### src/ira_pkg.sv
// constants, types and records shared by the indirect register bridge
package ira_pkg;
    // ------------------------------------------------------------
    // timing
    // ------------------------------------------------------------
    localparam int CLK_HZ = 10_000_000;
    localparam int TICK_HZ = 16_000;
    localparam int TICK_CYCLES = CLK_HZ / TICK_HZ;
    localparam logic [9:0] TICK_LAST = 10'(TICK_CYCLES - 1);
    localparam logic [9:0] TICK_CNT_RESET = 10'h000;
    // ------------------------------------------------------------
    // widths and indirect addresses
    // ------------------------------------------------------------
    localparam int ADDR_W = 8;
    localparam int DATA_W = 16;
    localparam logic [7:0] NUM_WORDS = 8'h0d;
    localparam logic [7:0] ADDR_LOW_TONE0_PASS = 8'h00;
    localparam logic [7:0] ADDR_HIGH_GROUP_PASS = 8'h04;
    localparam logic [7:0] ADDR_FORWARD_TWIST = 8'h05;
    localparam logic [7:0] ADDR_REVERSE_TWIST = 8'h06;
    localparam logic [7:0] ADDR_LOW_PEAK_RATIO = 8'h07;
    localparam logic [7:0] ADDR_HIGH_PEAK_RATIO = 8'h08;
    localparam logic [7:0] ADDR_LOW_HARMONIC = 8'h09;
    localparam logic [7:0] ADDR_HIGH_HARMONIC = 8'h0a;
    localparam logic [7:0] ADDR_DTMF_MIN_POWER = 8'h0b;
    localparam logic [7:0] ADDR_DTMF_AGC_LIMIT = 8'h0c;
    // ------------------------------------------------------------
    // reset values and ratio scaling
    // ------------------------------------------------------------
    localparam logic [15:0] DATA_RESET = 16'h0000;
    localparam logic [7:0] ADDR_RESET = 8'h00;
    localparam logic [15:0] PASS_UNITY = 16'h7ff0;
    localparam logic [15:0] TWIST_UNITY = 16'h07f0;
    // ------------------------------------------------------------
    // types
    // ------------------------------------------------------------
    typedef enum logic [1:0] {
        IRA_IDLE = 2'b00,
        IRA_RD = 2'b01,
        IRA_WR = 2'b10
    } ira_req_t;
    typedef struct packed {
        logic [3:0][15:0] low_ratio;
        logic [3:0][15:0] high_ratio;
        logic [15:0] fwd_ratio;
        logic [15:0] rev_ratio;
        logic [15:0] low_peak_ratio;
        logic [15:0] total_power;
    } ira_eval_t;
    typedef struct packed {
        logic valid;
        logic [3:0] low_detect;
        logic [3:0] high_detect;
        logic fwd_twist_ok;
        logic rev_twist_ok;
        logic low_peak_ok;
    } ira_result_t;
    localparam ira_result_t RESULT_RESET = '0;
endpackage

### src/ira_top.sv
// indirect register bridge with dtmf threshold store and compare
`timescale 1ns/1ps
module ira_top (
    input wire logic clk,
    input wire logic resetn,
    input wire logic data_wr,
    input wire logic [ira_pkg::DATA_W-1:0] wdata,
    input wire logic addr_wr,
    input wire logic [ira_pkg::ADDR_W-1:0] waddr,
    input wire logic irq_enable,
    input wire logic irq_clear,
    input wire logic eval_valid,
    input wire ira_pkg::ira_eval_t eval,
    output logic [ira_pkg::DATA_W-1:0] bridge_data_reg,
    output logic [ira_pkg::ADDR_W-1:0] bridge_address_reg,
    output logic bridge_pending_flag,
    output logic transfer_complete_irq,
    output ira_pkg::ira_result_t result
);
    import ira_pkg::*;

    // ------------------------------------------------------------
    // helpers
    // ------------------------------------------------------------
    function automatic logic ira_in_range(input logic [7:0] a);
        return a < NUM_WORDS;
    endfunction

    function automatic logic ira_gt(input logic [15:0] a, input logic [15:0] b);
        return $signed(a) > $signed(b);
    endfunction

    // ------------------------------------------------------------
    // update tick divider
    // ------------------------------------------------------------
    logic [9:0] cnt_reg;
    logic [9:0] cnt_next;
    logic tick_reg;
    logic tick_next;

    always_comb begin
        tick_next = 1'b0;
        cnt_next = cnt_reg + 10'h001;
        if (cnt_reg == TICK_LAST) begin
            cnt_next = TICK_CNT_RESET;
            tick_next = 1'b1;
        end
    end

    always_ff @(posedge clk or negedge resetn) begin
        if (!resetn) begin
            cnt_reg <= TICK_CNT_RESET;
            tick_reg <= 1'b0;
        end else begin
            cnt_reg <= cnt_next;
            tick_reg <= tick_next;
        end
    end

    // ------------------------------------------------------------
    // indirect storage
    // ------------------------------------------------------------
    // no reset on purpose: contents are undefined until programmed
    logic [15:0] mem [0:12];
    logic mem_we;
    logic [15:0] rd_word;

    always_comb begin
        rd_word = DATA_RESET;
        if (ira_in_range(bridge_address_reg)) begin
            rd_word = mem[bridge_address_reg[3:0]];
        end
    end

    always_ff @(posedge clk) begin
        if (mem_we) begin
            mem[bridge_address_reg[3:0]] <= bridge_data_reg;
        end
    end

    // ------------------------------------------------------------
    // host request bridge
    // ------------------------------------------------------------
    ira_req_t req_reg;
    ira_req_t req_next;
    logic dw_reg;
    logic dw_next;
    logic [15:0] data_next;
    logic [7:0] addr_next;
    logic pend_next;
    logic irq_next;
    logic done;

    always_comb begin
        req_next = req_reg;
        dw_next = dw_reg;
        data_next = bridge_data_reg;
        addr_next = bridge_address_reg;
        mem_we = 1'b0;
        done = 1'b0;
        if (tick_reg) begin
            case (req_reg)
                IRA_WR: begin
                    mem_we = ira_in_range(bridge_address_reg);
                    req_next = IRA_IDLE;
                    done = 1'b1;
                end
                IRA_RD: begin
                    data_next = rd_word;
                    req_next = IRA_IDLE;
                    done = 1'b1;
                end
                IRA_IDLE: begin
                    req_next = IRA_IDLE;
                end
                default: begin
                    req_next = IRA_IDLE;
                end
            endcase
        end
        // a host write in the tick cycle overrides the read-back
        if (data_wr) begin
            data_next = wdata;
            dw_next = 1'b1;
        end
        if (addr_wr) begin
            addr_next = waddr;
            req_next = dw_next ? IRA_WR : IRA_RD;
            dw_next = 1'b0;
        end
        pend_next = req_next != IRA_IDLE;
        irq_next = transfer_complete_irq;
        if (irq_clear) begin
            irq_next = 1'b0;
        end
        // set wins over a clear in the same cycle
        if (done && irq_enable) begin
            irq_next = 1'b1;
        end
    end

    always_ff @(posedge clk or negedge resetn) begin
        if (!resetn) begin
            req_reg <= IRA_IDLE;
            dw_reg <= 1'b0;
            bridge_data_reg <= DATA_RESET;
            bridge_address_reg <= ADDR_RESET;
            bridge_pending_flag <= 1'b0;
            transfer_complete_irq <= 1'b0;
        end else begin
            req_reg <= req_next;
            dw_reg <= dw_next;
            bridge_data_reg <= data_next;
            bridge_address_reg <= addr_next;
            bridge_pending_flag <= pend_next;
            transfer_complete_irq <= irq_next;
        end
    end

    // ------------------------------------------------------------
    // threshold compare
    // ------------------------------------------------------------
    // ratio inputs arrive in the same scale as the threshold words
    ira_result_t res_next;

    always_comb begin
        res_next = result;
        if (eval_valid) begin
            res_next.valid = !ira_gt(mem[ADDR_DTMF_MIN_POWER[3:0]],
                eval.total_power);
            for (int i = 0; i < 4; i++) begin
                res_next.low_detect[i] = ira_gt(eval.low_ratio[i], mem[i]);
                res_next.high_detect[i] = ira_gt(eval.high_ratio[i],
                    mem[ADDR_HIGH_GROUP_PASS[3:0]]);
            end
            // twist passes while the ratio stays within its limit
            res_next.fwd_twist_ok = !ira_gt(eval.fwd_ratio,
                mem[ADDR_FORWARD_TWIST[3:0]]);
            res_next.rev_twist_ok = !ira_gt(eval.rev_ratio,
                mem[ADDR_REVERSE_TWIST[3:0]]);
            res_next.low_peak_ok = ira_gt(eval.low_peak_ratio,
                mem[ADDR_LOW_PEAK_RATIO[3:0]]);
        end
    end

    always_ff @(posedge clk or negedge resetn) begin
        if (!resetn) begin
            result <= RESULT_RESET;
        end else begin
            result <= res_next;
        end
    end
endmodule
### config.mk
export PLATFORM = sky130hd
export DESIGN_NAME = ira_top
export DESIGN_NICKNAME = d
export VERILOG_FILES = /design/src/ira_pkg.sv /design/src/ira_top.sv
export SDC_FILE = /design/constraint.sdc
export NUM_CORES = 1
export LEC_CHECK = 0
export BUFFER_PORTS_ARGS = -buffer_cell sky130_fd_sc_hd__clkbuf_2
export CAP_MARGIN = 20
export CELL_PAD_IN_SITES_DETAIL_PLACEMENT = 1
export CELL_PAD_IN_SITES_GLOBAL_PLACEMENT = 1
export CORE_MARGIN = 8
export CORE_UTILIZATION = 51
export DETAILED_ROUTE_END_ITERATION = 8
export GPL_TIMING_DRIVEN = 0
export HOLD_SLACK_MARGIN = 0.03
export PLACE_DENSITY = 0.83
export SLEW_MARGIN = 0
export SYNTH_ARGS = -nofsm -noshare
export SYNTH_HDL_FRONTEND = slang
export SYNTH_SLANG_ARGS = --single-unit
export TNS_END_PERCENT = 5
### constraint.sdc
create_clock -name clk -period 6.8 [get_ports clk]
set_input_delay 1.7 -clock clk [delete_from_list [all_inputs] [get_ports clk]]
set_output_delay 1.7 -clock clk [all_outputs]
set_load 0.05 [all_outputs]
=== Yosys cells after proc, flatten, opt, wreduce, memory -nomap -nowiden ===
Memories as Yosys holds them, arrays and structs flattened.
Index checks and enable logic that the tools add are counted.

* Add/sub/neg operators: 1
* Reduce and logical (&&, ||, !) cells: 10
* Eq/ne operators: 3
* Muxes and demuxes: 19
* Order comparisons: 13

{| class="wikitable"
|+ Operators with widths
! kind !! count
|-
| greater-than comparator 16 bit || 12
|-
| two-way mux 16 bit || 4
|-
| two-way mux 1 bit || 11
|-
| adder 10 x 1 -> 10 bit, second input constant || 1
|-
| equality test 10 bit, second input constant || 1
|-
| two-way mux 10 bit || 1
|-
| < comparator 8 x 4 -> 1 bit, second input constant || 1
|-
| nonzero test 2 bit || 4
|-
| two-way mux 2 bit || 3
|-
| zero test 1 bit || 3
|-
| equality test 2 x 1 -> 1 bit, second input constant || 1
|-
| equality test 2 bit, second input constant || 1
|-
| AND reduction 2 bit || 1
|-
| OR reduction 2 bit || 1
|-
| logical AND 1 bit || 1
|}

* Word-level logic and storage cells: 61
* Bits in writable memories: 208
* Memories kept: 1
* Output and inout bits: 38
* Register bits after elaboration: 52
* Input port bits: 223

{| class="wikitable"
|+ Memory list
! memory !! depth !! width !! read ports !! clocked after Yosys merged registers in !! write ports !! RTL line !! text
|-
| mem || 13 || 16 || 10 || 0 || 1 || ira_top.sv:64 || <nowiki>logic [15:0] mem [0:12];</nowiki>
|}

=== Longest topological paths before layout ===
Gate-level depths: netlist of run 1.

* Depth in word-level cells: 6
* Mapped depth: 7
* Mapped depth without buffers: 7

=== Least setup slack after synthesis of run 1 ===
OpenSTA, ideal clock, no wires.

* Path kind: register -> register
* Start point: reg bridge_address_reg[2] (netlist name)
* End point: mem mem[12][0], enable pin
* Setup slack: 3.293 ns
* Required time: 6.364 ns
* Stages on the path, launching flop included: 4
* Buffers on the path: 1
* Setup time: 0.436 ns
* Clock period less this slack: 3.507 ns
* Arrival: 3.071 ns
* Path through: dfrtp_1 > clkbuf_1 > nand4_1 > nor4b_1

* Cells in the longest elaborated chain, start to end: 5

{| class="wikitable"
|+ RTL lines
! item !! RTL line !! text
|-
| from (decl) || ira_top.sv:15 || <nowiki>output logic [ira_pkg::ADDR_W-1:0] bridge_address_reg,</nowiki>
|-
| from (signal assigned) || ira_top.sv:154 || <nowiki>bridge_address_reg <= addr_next;</nowiki>
|-
| < comparator 8 x 4 -> 1 bit || ira_top.sv:26 || <nowiki>return a < NUM_WORDS;</nowiki>
|-
| two-way mux 1 bit || ira_top.sv:102 || <nowiki>case (req_reg)</nowiki>
|-
| two-way mux 1 bit || ira_top.sv:101 || <nowiki>if (tick_reg) begin</nowiki>
|-
| two-way mux 1 bit || ira_top.sv:76 || <nowiki>if (mem_we) begin</nowiki>
|-
| two-way mux 1 bit (not written as such) || ira_top.sv:77 || <nowiki>mem[bridge_address_reg[3:0]] <= bridge_data_reg;</nowiki>
|-
| to (decl) || ira_top.sv:64 ||
|}

Several ways; a longest one is shown, not always the timed one.

=== Worst setup path in the final report of run 1 ===
* Start point: reg bridge_data_reg[4] (netlist name)
* End point: out bridge_data_reg[4] (netlist name)

{| class="wikitable"
|+ RTL lines
! item !! RTL line !! text
|-
| from (decl) || ira_top.sv:14 || <nowiki>output logic [ira_pkg::DATA_W-1:0] bridge_data_reg,</nowiki>
|-
| from (signal assigned) || ira_top.sv:153 || <nowiki>bridge_data_reg <= data_next;</nowiki>
|}

No word-level cell between the ends.

==> results of run 1 <==
==> logic make-up (layout without fill, tap and decap cells) <==
logic type	after synthesis	count (layout)	synth area share (%)
buffers and inverters	208	542	5.03
AND/OR/NAND/NOR	218	218	6.64
flip-flops	308	308	53.4
other	1	50	0.0223
adder cells (fa/ha/maj)	196	196	14.6
XOR/XNOR	7	7	0.364
multiplexers	88	88	11.8
AO/OA/AOI/OAI	211	211	8.11
==> cell usage in the layout (no fill, tap or decap), types with 12 or more instances in the layout <==
master       n
nand3_1     20
inv_1      169
mux4_2      54
dfrtp_1     52
clkbuf_16   35
clkbuf_2   258
clkinv_1    20
edfxtp_1   256
mux4_1      26
nor2_1      39
clkbuf_1    19
a22oi_1     16
nand2_1     47
o21ai_1     16
a21oi_1     75
ha_1       196
o21ai_0     19
nand4_1     45
nor3_1      12
a21o_1      12
conb_1      48
==> worst min path at each step <==
stage               start    endpoint  cells after the start  slack, ns
2_1_floorplan      dw_reg      dw_reg                      2       0.47
3_3_place_gp    result[6]   result[6]                      2       0.46
3_5_place_dp    result[6]   result[6]                      2       0.49
4_1_cts         result[6]   result[6]                      2       0.51
5_1_grt        cnt_reg[6]  cnt_reg[6]                      1       0.55
6_report        result[6]   result[6]                      2       0.51
==> synth_stat cells, types with 4 or more instances <==
| library cell | number |
|---|---|
| a2111oi_0 | 6 |
| a211oi_1 | 4 |
| a21o_1 | 12 |
| a21oi_1 | 75 |
| a221o_1 | 6 |
| a22oi_1 | 16 |
| buf_1 | 5 |
| buf_6 | 6 |
| clkbuf_1 | 13 |
| clkinv_1 | 11 |
| dfrtp_1 | 52 |
| edfxtp_1 | 256 |
| ha_1 | 196 |
| inv_1 | 169 |
| mux2_2 | 8 |
| mux4_1 | 26 |
| mux4_2 | 54 |
| nand2_1 | 47 |
| nand2b_1 | 4 |
| nand3_1 | 20 |
| nand4_1 | 45 |
| nor2_1 | 46 |
| nor2b_1 | 10 |
| nor3_1 | 15 |
| nor4_1 | 10 |
| o211ai_1 | 10 |
| o21a_1 | 10 |
| o21ai_0 | 19 |
| o21ai_1 | 16 |
| o21bai_1 | 4 |
| o2bb2ai_1 | 6 |
| o31a_1 | 4 |
| o31ai_1 | 5 |
| or4_1 | 4 |
| xor2_1 | 4 |
==> power by group <==
part           switching, W  internal, W  total (W)  leakage [nW]
registers         0.0000928      0.00212    0.00221          2.99
clock network      0.000764      0.00105    0.00182         0.523
logic              0.000380     0.000258   0.000638          5.21
==> final cells by class <==
class | count | area [µm²]
antenna | 2 | 5.00
buffer | 28 | 170
clock buffer | 44 | 940
clock inverter | 18 | 138
fill | 3345 | 12400
inverter | 180 | 676
multi-input combinational | 768 | 7200
sequential | 308 | 8990
tap | 442 | 553
timing repair buffer | 272 | 1460
==> routing by layer <==
metal  vias up  track usage (%)
li1       5447                -
met1      6429             36.2
met2       766             51.2
met3       188             5.91
met4         0             17.5
met5         -                0
==> through the flow <==
stage / setup WS, ns / hold slack [ns] / utilization, %
6_report: 3.19 / 0.510 / 61.9
5_1_grt: 3.17 / 0.546 / 61.9
4_1_cts: 3.16 / 0.507 / 61.8
3_5_place_dp: 2.75 / 0.493 / 58.5
3_3_place_gp: 1.64 / 0.465 / 57.9
2_1_floorplan: 3.29 / 0.466 / -
==> results.py, run 1 <==
metrics = {
    "run_status": {
        "outcome": "complete, no violations",
    },
    "routing": {
        "drcViolationCount": 0,
        "dr.max_layer_used": "met4",
        "wl_per_cell_um": 29.1,
        "via_per_inst": 6.22,
        "num_vias": 12800,
        "wl_met2_um": 29200,
        "dr.pass1.iters": 6,
        "wl_um": 60000,
        "drtIter0Drc": 1198,
        "ant_nets": 0,
        "wirelength_met1_um": 21800,
        "met3_length_um": 5350,
    },
    "synthesis": {
        "synthArstFlopShare_pct": 16.9,
        "synth_top_area_cell": "edfxtp_1",
        "syn_area_per_cell_um2": 13.6,
        "yosysUniqueCellTypes": 60,
        "yosysWarningCount": 0,
        "netlist_instances": 1237,
        "synth_edf_count": 256,
        "synth_ff_type": "edfxtp_1",
        "ys_ff_latch": 308,
        "yosys-top-cells-area": "edfxtp_1 (46%), ha_1 (15%), dfrtp_1 (7.7%), mux4_2 (7.2%), mux4_1 (4.1%)",
        "yosysTopAreaCellShare_pct": 45.7,
        "ys_seq_area_share_pct": 53.4,
        "syn_area_um2": 16800,
    },
    "final_layout": {
        "fin_cells": 2062,
        "syn2layout_area_growth_pct": 19.7,
        "nets": 2012,
        "largest_register_ffs": 256,
        "final_area_um2": 20100,
        "drive_above_1_share_pct": 25.2,
    },
    "floorplanning": {
        "pin_count": 261,
        "die_y_um": 198,
        "design.die.area_um2": 39100,
        "die_w_um": 198,
        "start_util_pct": 51.7,
        "std_cell_rows": 66,
        "core_area_um2": 32500,
    },
    "global_routing": {
        "overflow": 0,
        "grt_start_max_net_pins": 41,
        "grt_pass1_wl_um": 87800,
        "antenna_found_initial": 0,
        "grt_usage_pct": 30.4,
        "grt_pass1_vias": 14200,
    },
    "flow_run": {
        "drv_cap": 0,
    },
    "critical_path": {
        "cp_data_arrival_time_ns": 1.91,
        "crit_start": "bridge_data_reg[4]",
        "r2r_start": "bridge_address_reg[2]",
        "regToRegSetupSlack_ns": 3.68,
        "crit_chain": "clkbuf_2",
        "crit_type": "reg2out",
        "start_kind": "register",
        "slowest_delay_ns": 0.97,
        "crit_fanout": 18,
        "end_kind": "primary output",
        "path_delay_family": "flip-flops",
        "required_ns": 5.10,
        "path_buf_inv": 1,
        "cp.depth": 1,
        "critPathSlowestCell": "dfrtp_1",
        "r2r_end": "mem[5][8]",
        "crit_end": "bridge_data_reg[4]",
        "worstRegToRegCells": 5,
    },
    "clock_network": {
        "cts_resized": 0,
        "clkSinkCount": 308,
        "clkTransAtPathRegs_ns": 0.06,
        "ctsHoldBuffers": 0,
        "h-tree-depth": 2,
        "cts_setup_buffers": 0,
        "clock-root-buffer": "clkbuf_16",
        "cts-buffers-inserted": 35,
        "cts_buffer_depth": 3,
        "cts_tree": "built",
        "clkLatencyLatePin_ns": 0.51,
    },
    "sta": {
        "max-slew-margin-rel_pct": 31.8,
        "skew_ns": 0.0128,
        "finalMaxSlewViolations": 0,
        "finalCritPeriodShare_pct": 53.1,
        "report.final.hold_viol_count": 0,
        "tightest_slew_ns": 1.02,
        "setup_tns_ns": 0,
        "finalSetupViolations": 0,
        "rsz0062_at_grt": "no",
        "fmax_ghz": 0.277,
        "finalCriticalPeriod_ns": 3.61,
    },
    "placement": {
        "dpl_cell_area_um2": 19000,
        "gp_congestion": 0.893,
        "dp.cells": 1997,
        "io_buffers": 259,
        "detailed_place_hpwl_um": 44600,
    },
    "power_and_ir_drop": {
        "powerDensity_nw_per_um2": 232,
        "ir_drop_v": 0.000134,
        "p_leak_nw": 8.72,
        "power.total_w": 0.00467,
    },
    "worst_hold_path": {
        "hold_path_class": "reg2reg",
    },
}
Note: power is estimated with default switching activity, not from simulation.
==> inputs of run 2 (changes only) <==
Settings changed: CORE_UTILIZATION 51 to 47, PLACE_DENSITY 0.83 to 0.78.
Clock period 6.8 ns to 3.4 ns, I/O delays scaled along.
==> run 2 against run 1 <==
Clock-buffer cell count rose by 2. Sequential share of layout area shrank 0.30 points. Worst hold slack worse by 0.027 ns. Total power is 100% higher. Sequential power up 100%. Sequential cell count stayed put. Critical endpoint is now mem[5][4]. Largest power group unchanged. Highest routed layer is now met5.
==> results.py, run 2 (synthesis gave the netlist of run 1 again) <==
metrics = {
    "floorplanning": {
        "design.die.area_um2": 42100,
        "die_y_um": 205,
        "pin_count": 261,
        "core_area_um2": 35400,
        "std_cell_rows": 69,
        "die_w_um": 205,
        "start_util_pct": 47.5,
    },
    "clock_network": {
        "cts_setup_buffers": 0,
        "cts_resized": 0,
        "ctsHoldBuffers": 0,
        "cts_buffer_depth": 3,
        "cts-buffers-inserted": 35,
        "clkLatencyLatePin_ns": 0.54,
        "cts_tree": "built",
        "clock-root-buffer": "clkbuf_16",
        "h-tree-depth": 2,
        "clkTransAtPathRegs_ns": 0.06,
        "clkSinkCount": 308,
    },
    "critical_path": {
        "end_kind": "register",
        "crit_fanout": 10,
        "start_kind": "register",
        "slowest_delay_ns": 0.73,
        "worstRegToRegCells": 5,
        "cp_data_arrival_time_ns": 3.34,
        "path_delay_family": "simple AND/OR/NAND/NOR gates",
        "critPathSlowestCell": "nor2_1",
        "path_buf_inv": 2,
        "crit_chain": "clkbuf_1 -> nand4_1 -> or2_2 -> nor2_1 -> buf_6",
        "cp.depth": 5,
        "crit_type": "reg2reg",
        "required_ns": 3.64,
    },
    "final_layout": {
        "syn2layout_area_growth_pct": 20.5,
        "mostFrequentLayoutCells": "clkbuf_2 (258), edfxtp_1 (256), ha_1 (196)",
        "final_common_cell": "clkbuf_2",
        "largest_register_ffs": 256,
        "final_area_um2": 20300,
        "drive_above_1_share_pct": 25.7,
        "fillCellCount": 3606,
        "nets": 2013,
    },
    "sta": {
        "fmax_ghz": 0.322,
        "rsz0062_at_grt": "no",
        "finalCritPeriodShare_pct": 91.2,
        "tightest_slew_ns": 0.982,
        "finalSetupViolations": 0,
        "finalMaxSlewViolations": 0,
        "finalCriticalPeriod_ns": 3.10,
        "max-slew-margin-rel_pct": 34.5,
        "skew_ns": 0.0260,
        "report.final.hold_viol_count": 0,
    },
    "worst_hold_path": {
        "hold_path_class": "in2async",
    },
    "routing": {
        "num_vias": 12400,
        "drtIter0Drc": 1010,
        "wl_um": 56200,
        "ant_nets": 0,
        "dr.pass1.iters": 5,
        "wl_per_cell_um": 27.0,
        "drcViolationCount": 0,
        "via_per_inst": 5.95,
    },
    "power_and_ir_drop": {
        "powerDensity_nw_per_um2": 470,
        "power.total_w": 0.00953,
        "ir_drop_v": 0.000341,
        "p_leak_nw": 8.79,
    },
    "placement": {
        "gp_congestion": 0.898,
        "dpl_cell_area_um2": 19100,
        "io_buffers": 259,
        "detailed_place_hpwl_um": 43500,
    },
    "global_routing": {
        "antenna_found_initial": 2,
        "grt_usage_pct": 26.4,
        "overflow": 0,
        "grt_pass1_wl_um": 82700,
        "grt_pass1_vias": 13600,
        "grt_start_max_net_pins": 53,
    },
    "flow_run": {
        "drv_cap": 0,
    },
    "run_status": {
        "outcome": "complete, no violations",
    },
}
-- run 2: metal layers --
| metal | track usage [%] | vias up | wire [µm] |
|---|---|---|---|
| met5 | 0 | - | 8 |
| met3 | 4.74 | 145 | 4540 |
| li1 | - | 5434 | - |
| met1 | 32.7 | 6203 | 21800 |
| met4 | 13.4 | 2 | 2970 |
| met2 | 44.1 | 600 | 26900 |
-- run 2: final timing paths --
path | startpoint | to | slack [ns]
hold / removal | resetn | cnt_reg[2] | 0.48
setup reg to reg | bridge_address_reg[2] | mem[5][4] | 0.30
hold reg to reg | result[6] | result[6] | 0.50
max in group asynchronous | resetn | bridge_data_reg[3] | 2.29
min in group clk | result[6] | result[6] | 0.50
setup / recovery | bridge_address_reg[2] | mem[5][4] | 0.30
-- run 2: worst register-to-register path: cells and delay by family, from the launching register on --
kind,cells,cell delay [ns]
flip-flops,1,0.42
AND/OR/NAND/NOR,3,1.49
buffers and inverters,2,0.89
-- run 2: area by class of cell --
| class | count | area (µm²) | share of cell area, % |
|---|---|---|---|
| buffer | 28 | 170 | 0.840 |
| timing repair buffer | 273 | 1470 | 7.26 |
| clock buffer | 46 | 978 | 4.83 |
| multi-input combinational | 768 | 7210 | 35.6 |
| tap | 461 | 577 | 2.85 |
| sequential | 308 | 8990 | 44.3 |
| inverter | 180 | 676 | 3.33 |
| clock inverter | 18 | 196 | 0.969 |
| antenna | 1 | 2.50 | 0.0123 |
-- run 2: power breakdown --
group / internal (W) / total [W] / switching, W / leakage [nW]
sequential: 0.00424 / 0.00442 / 0.000179 / 2.99
clock: 0.00228 / 0.00386 / 0.00158 / 0.582
combinational: 0.000510 / 0.00125 / 0.000740 / 5.22
total: 0.00703 / 0.00953 / 0.00250 / 8.79
-- run 2: per-stage QoR --
stage | cells | setup TNS, ns | utilization [%] | hold slack (ns) | worst slack (ns)
floorplan | 1284 | 0 | - | 0.466 | 0.226
CTS | 2082 | 0 | 57.3 | 0.488 | 0.317
finish | 2083 | 0 | 57.3 | 0.483 | 0.299
detailed placement | 2018 | 0 | 53.9 | 0.473 | 0.401
global route | 2082 | 0 | 57.3 | 0.496 | 0.148
global placement | 2004 | -27.80 | 53.3 | 0.463 | -0.743
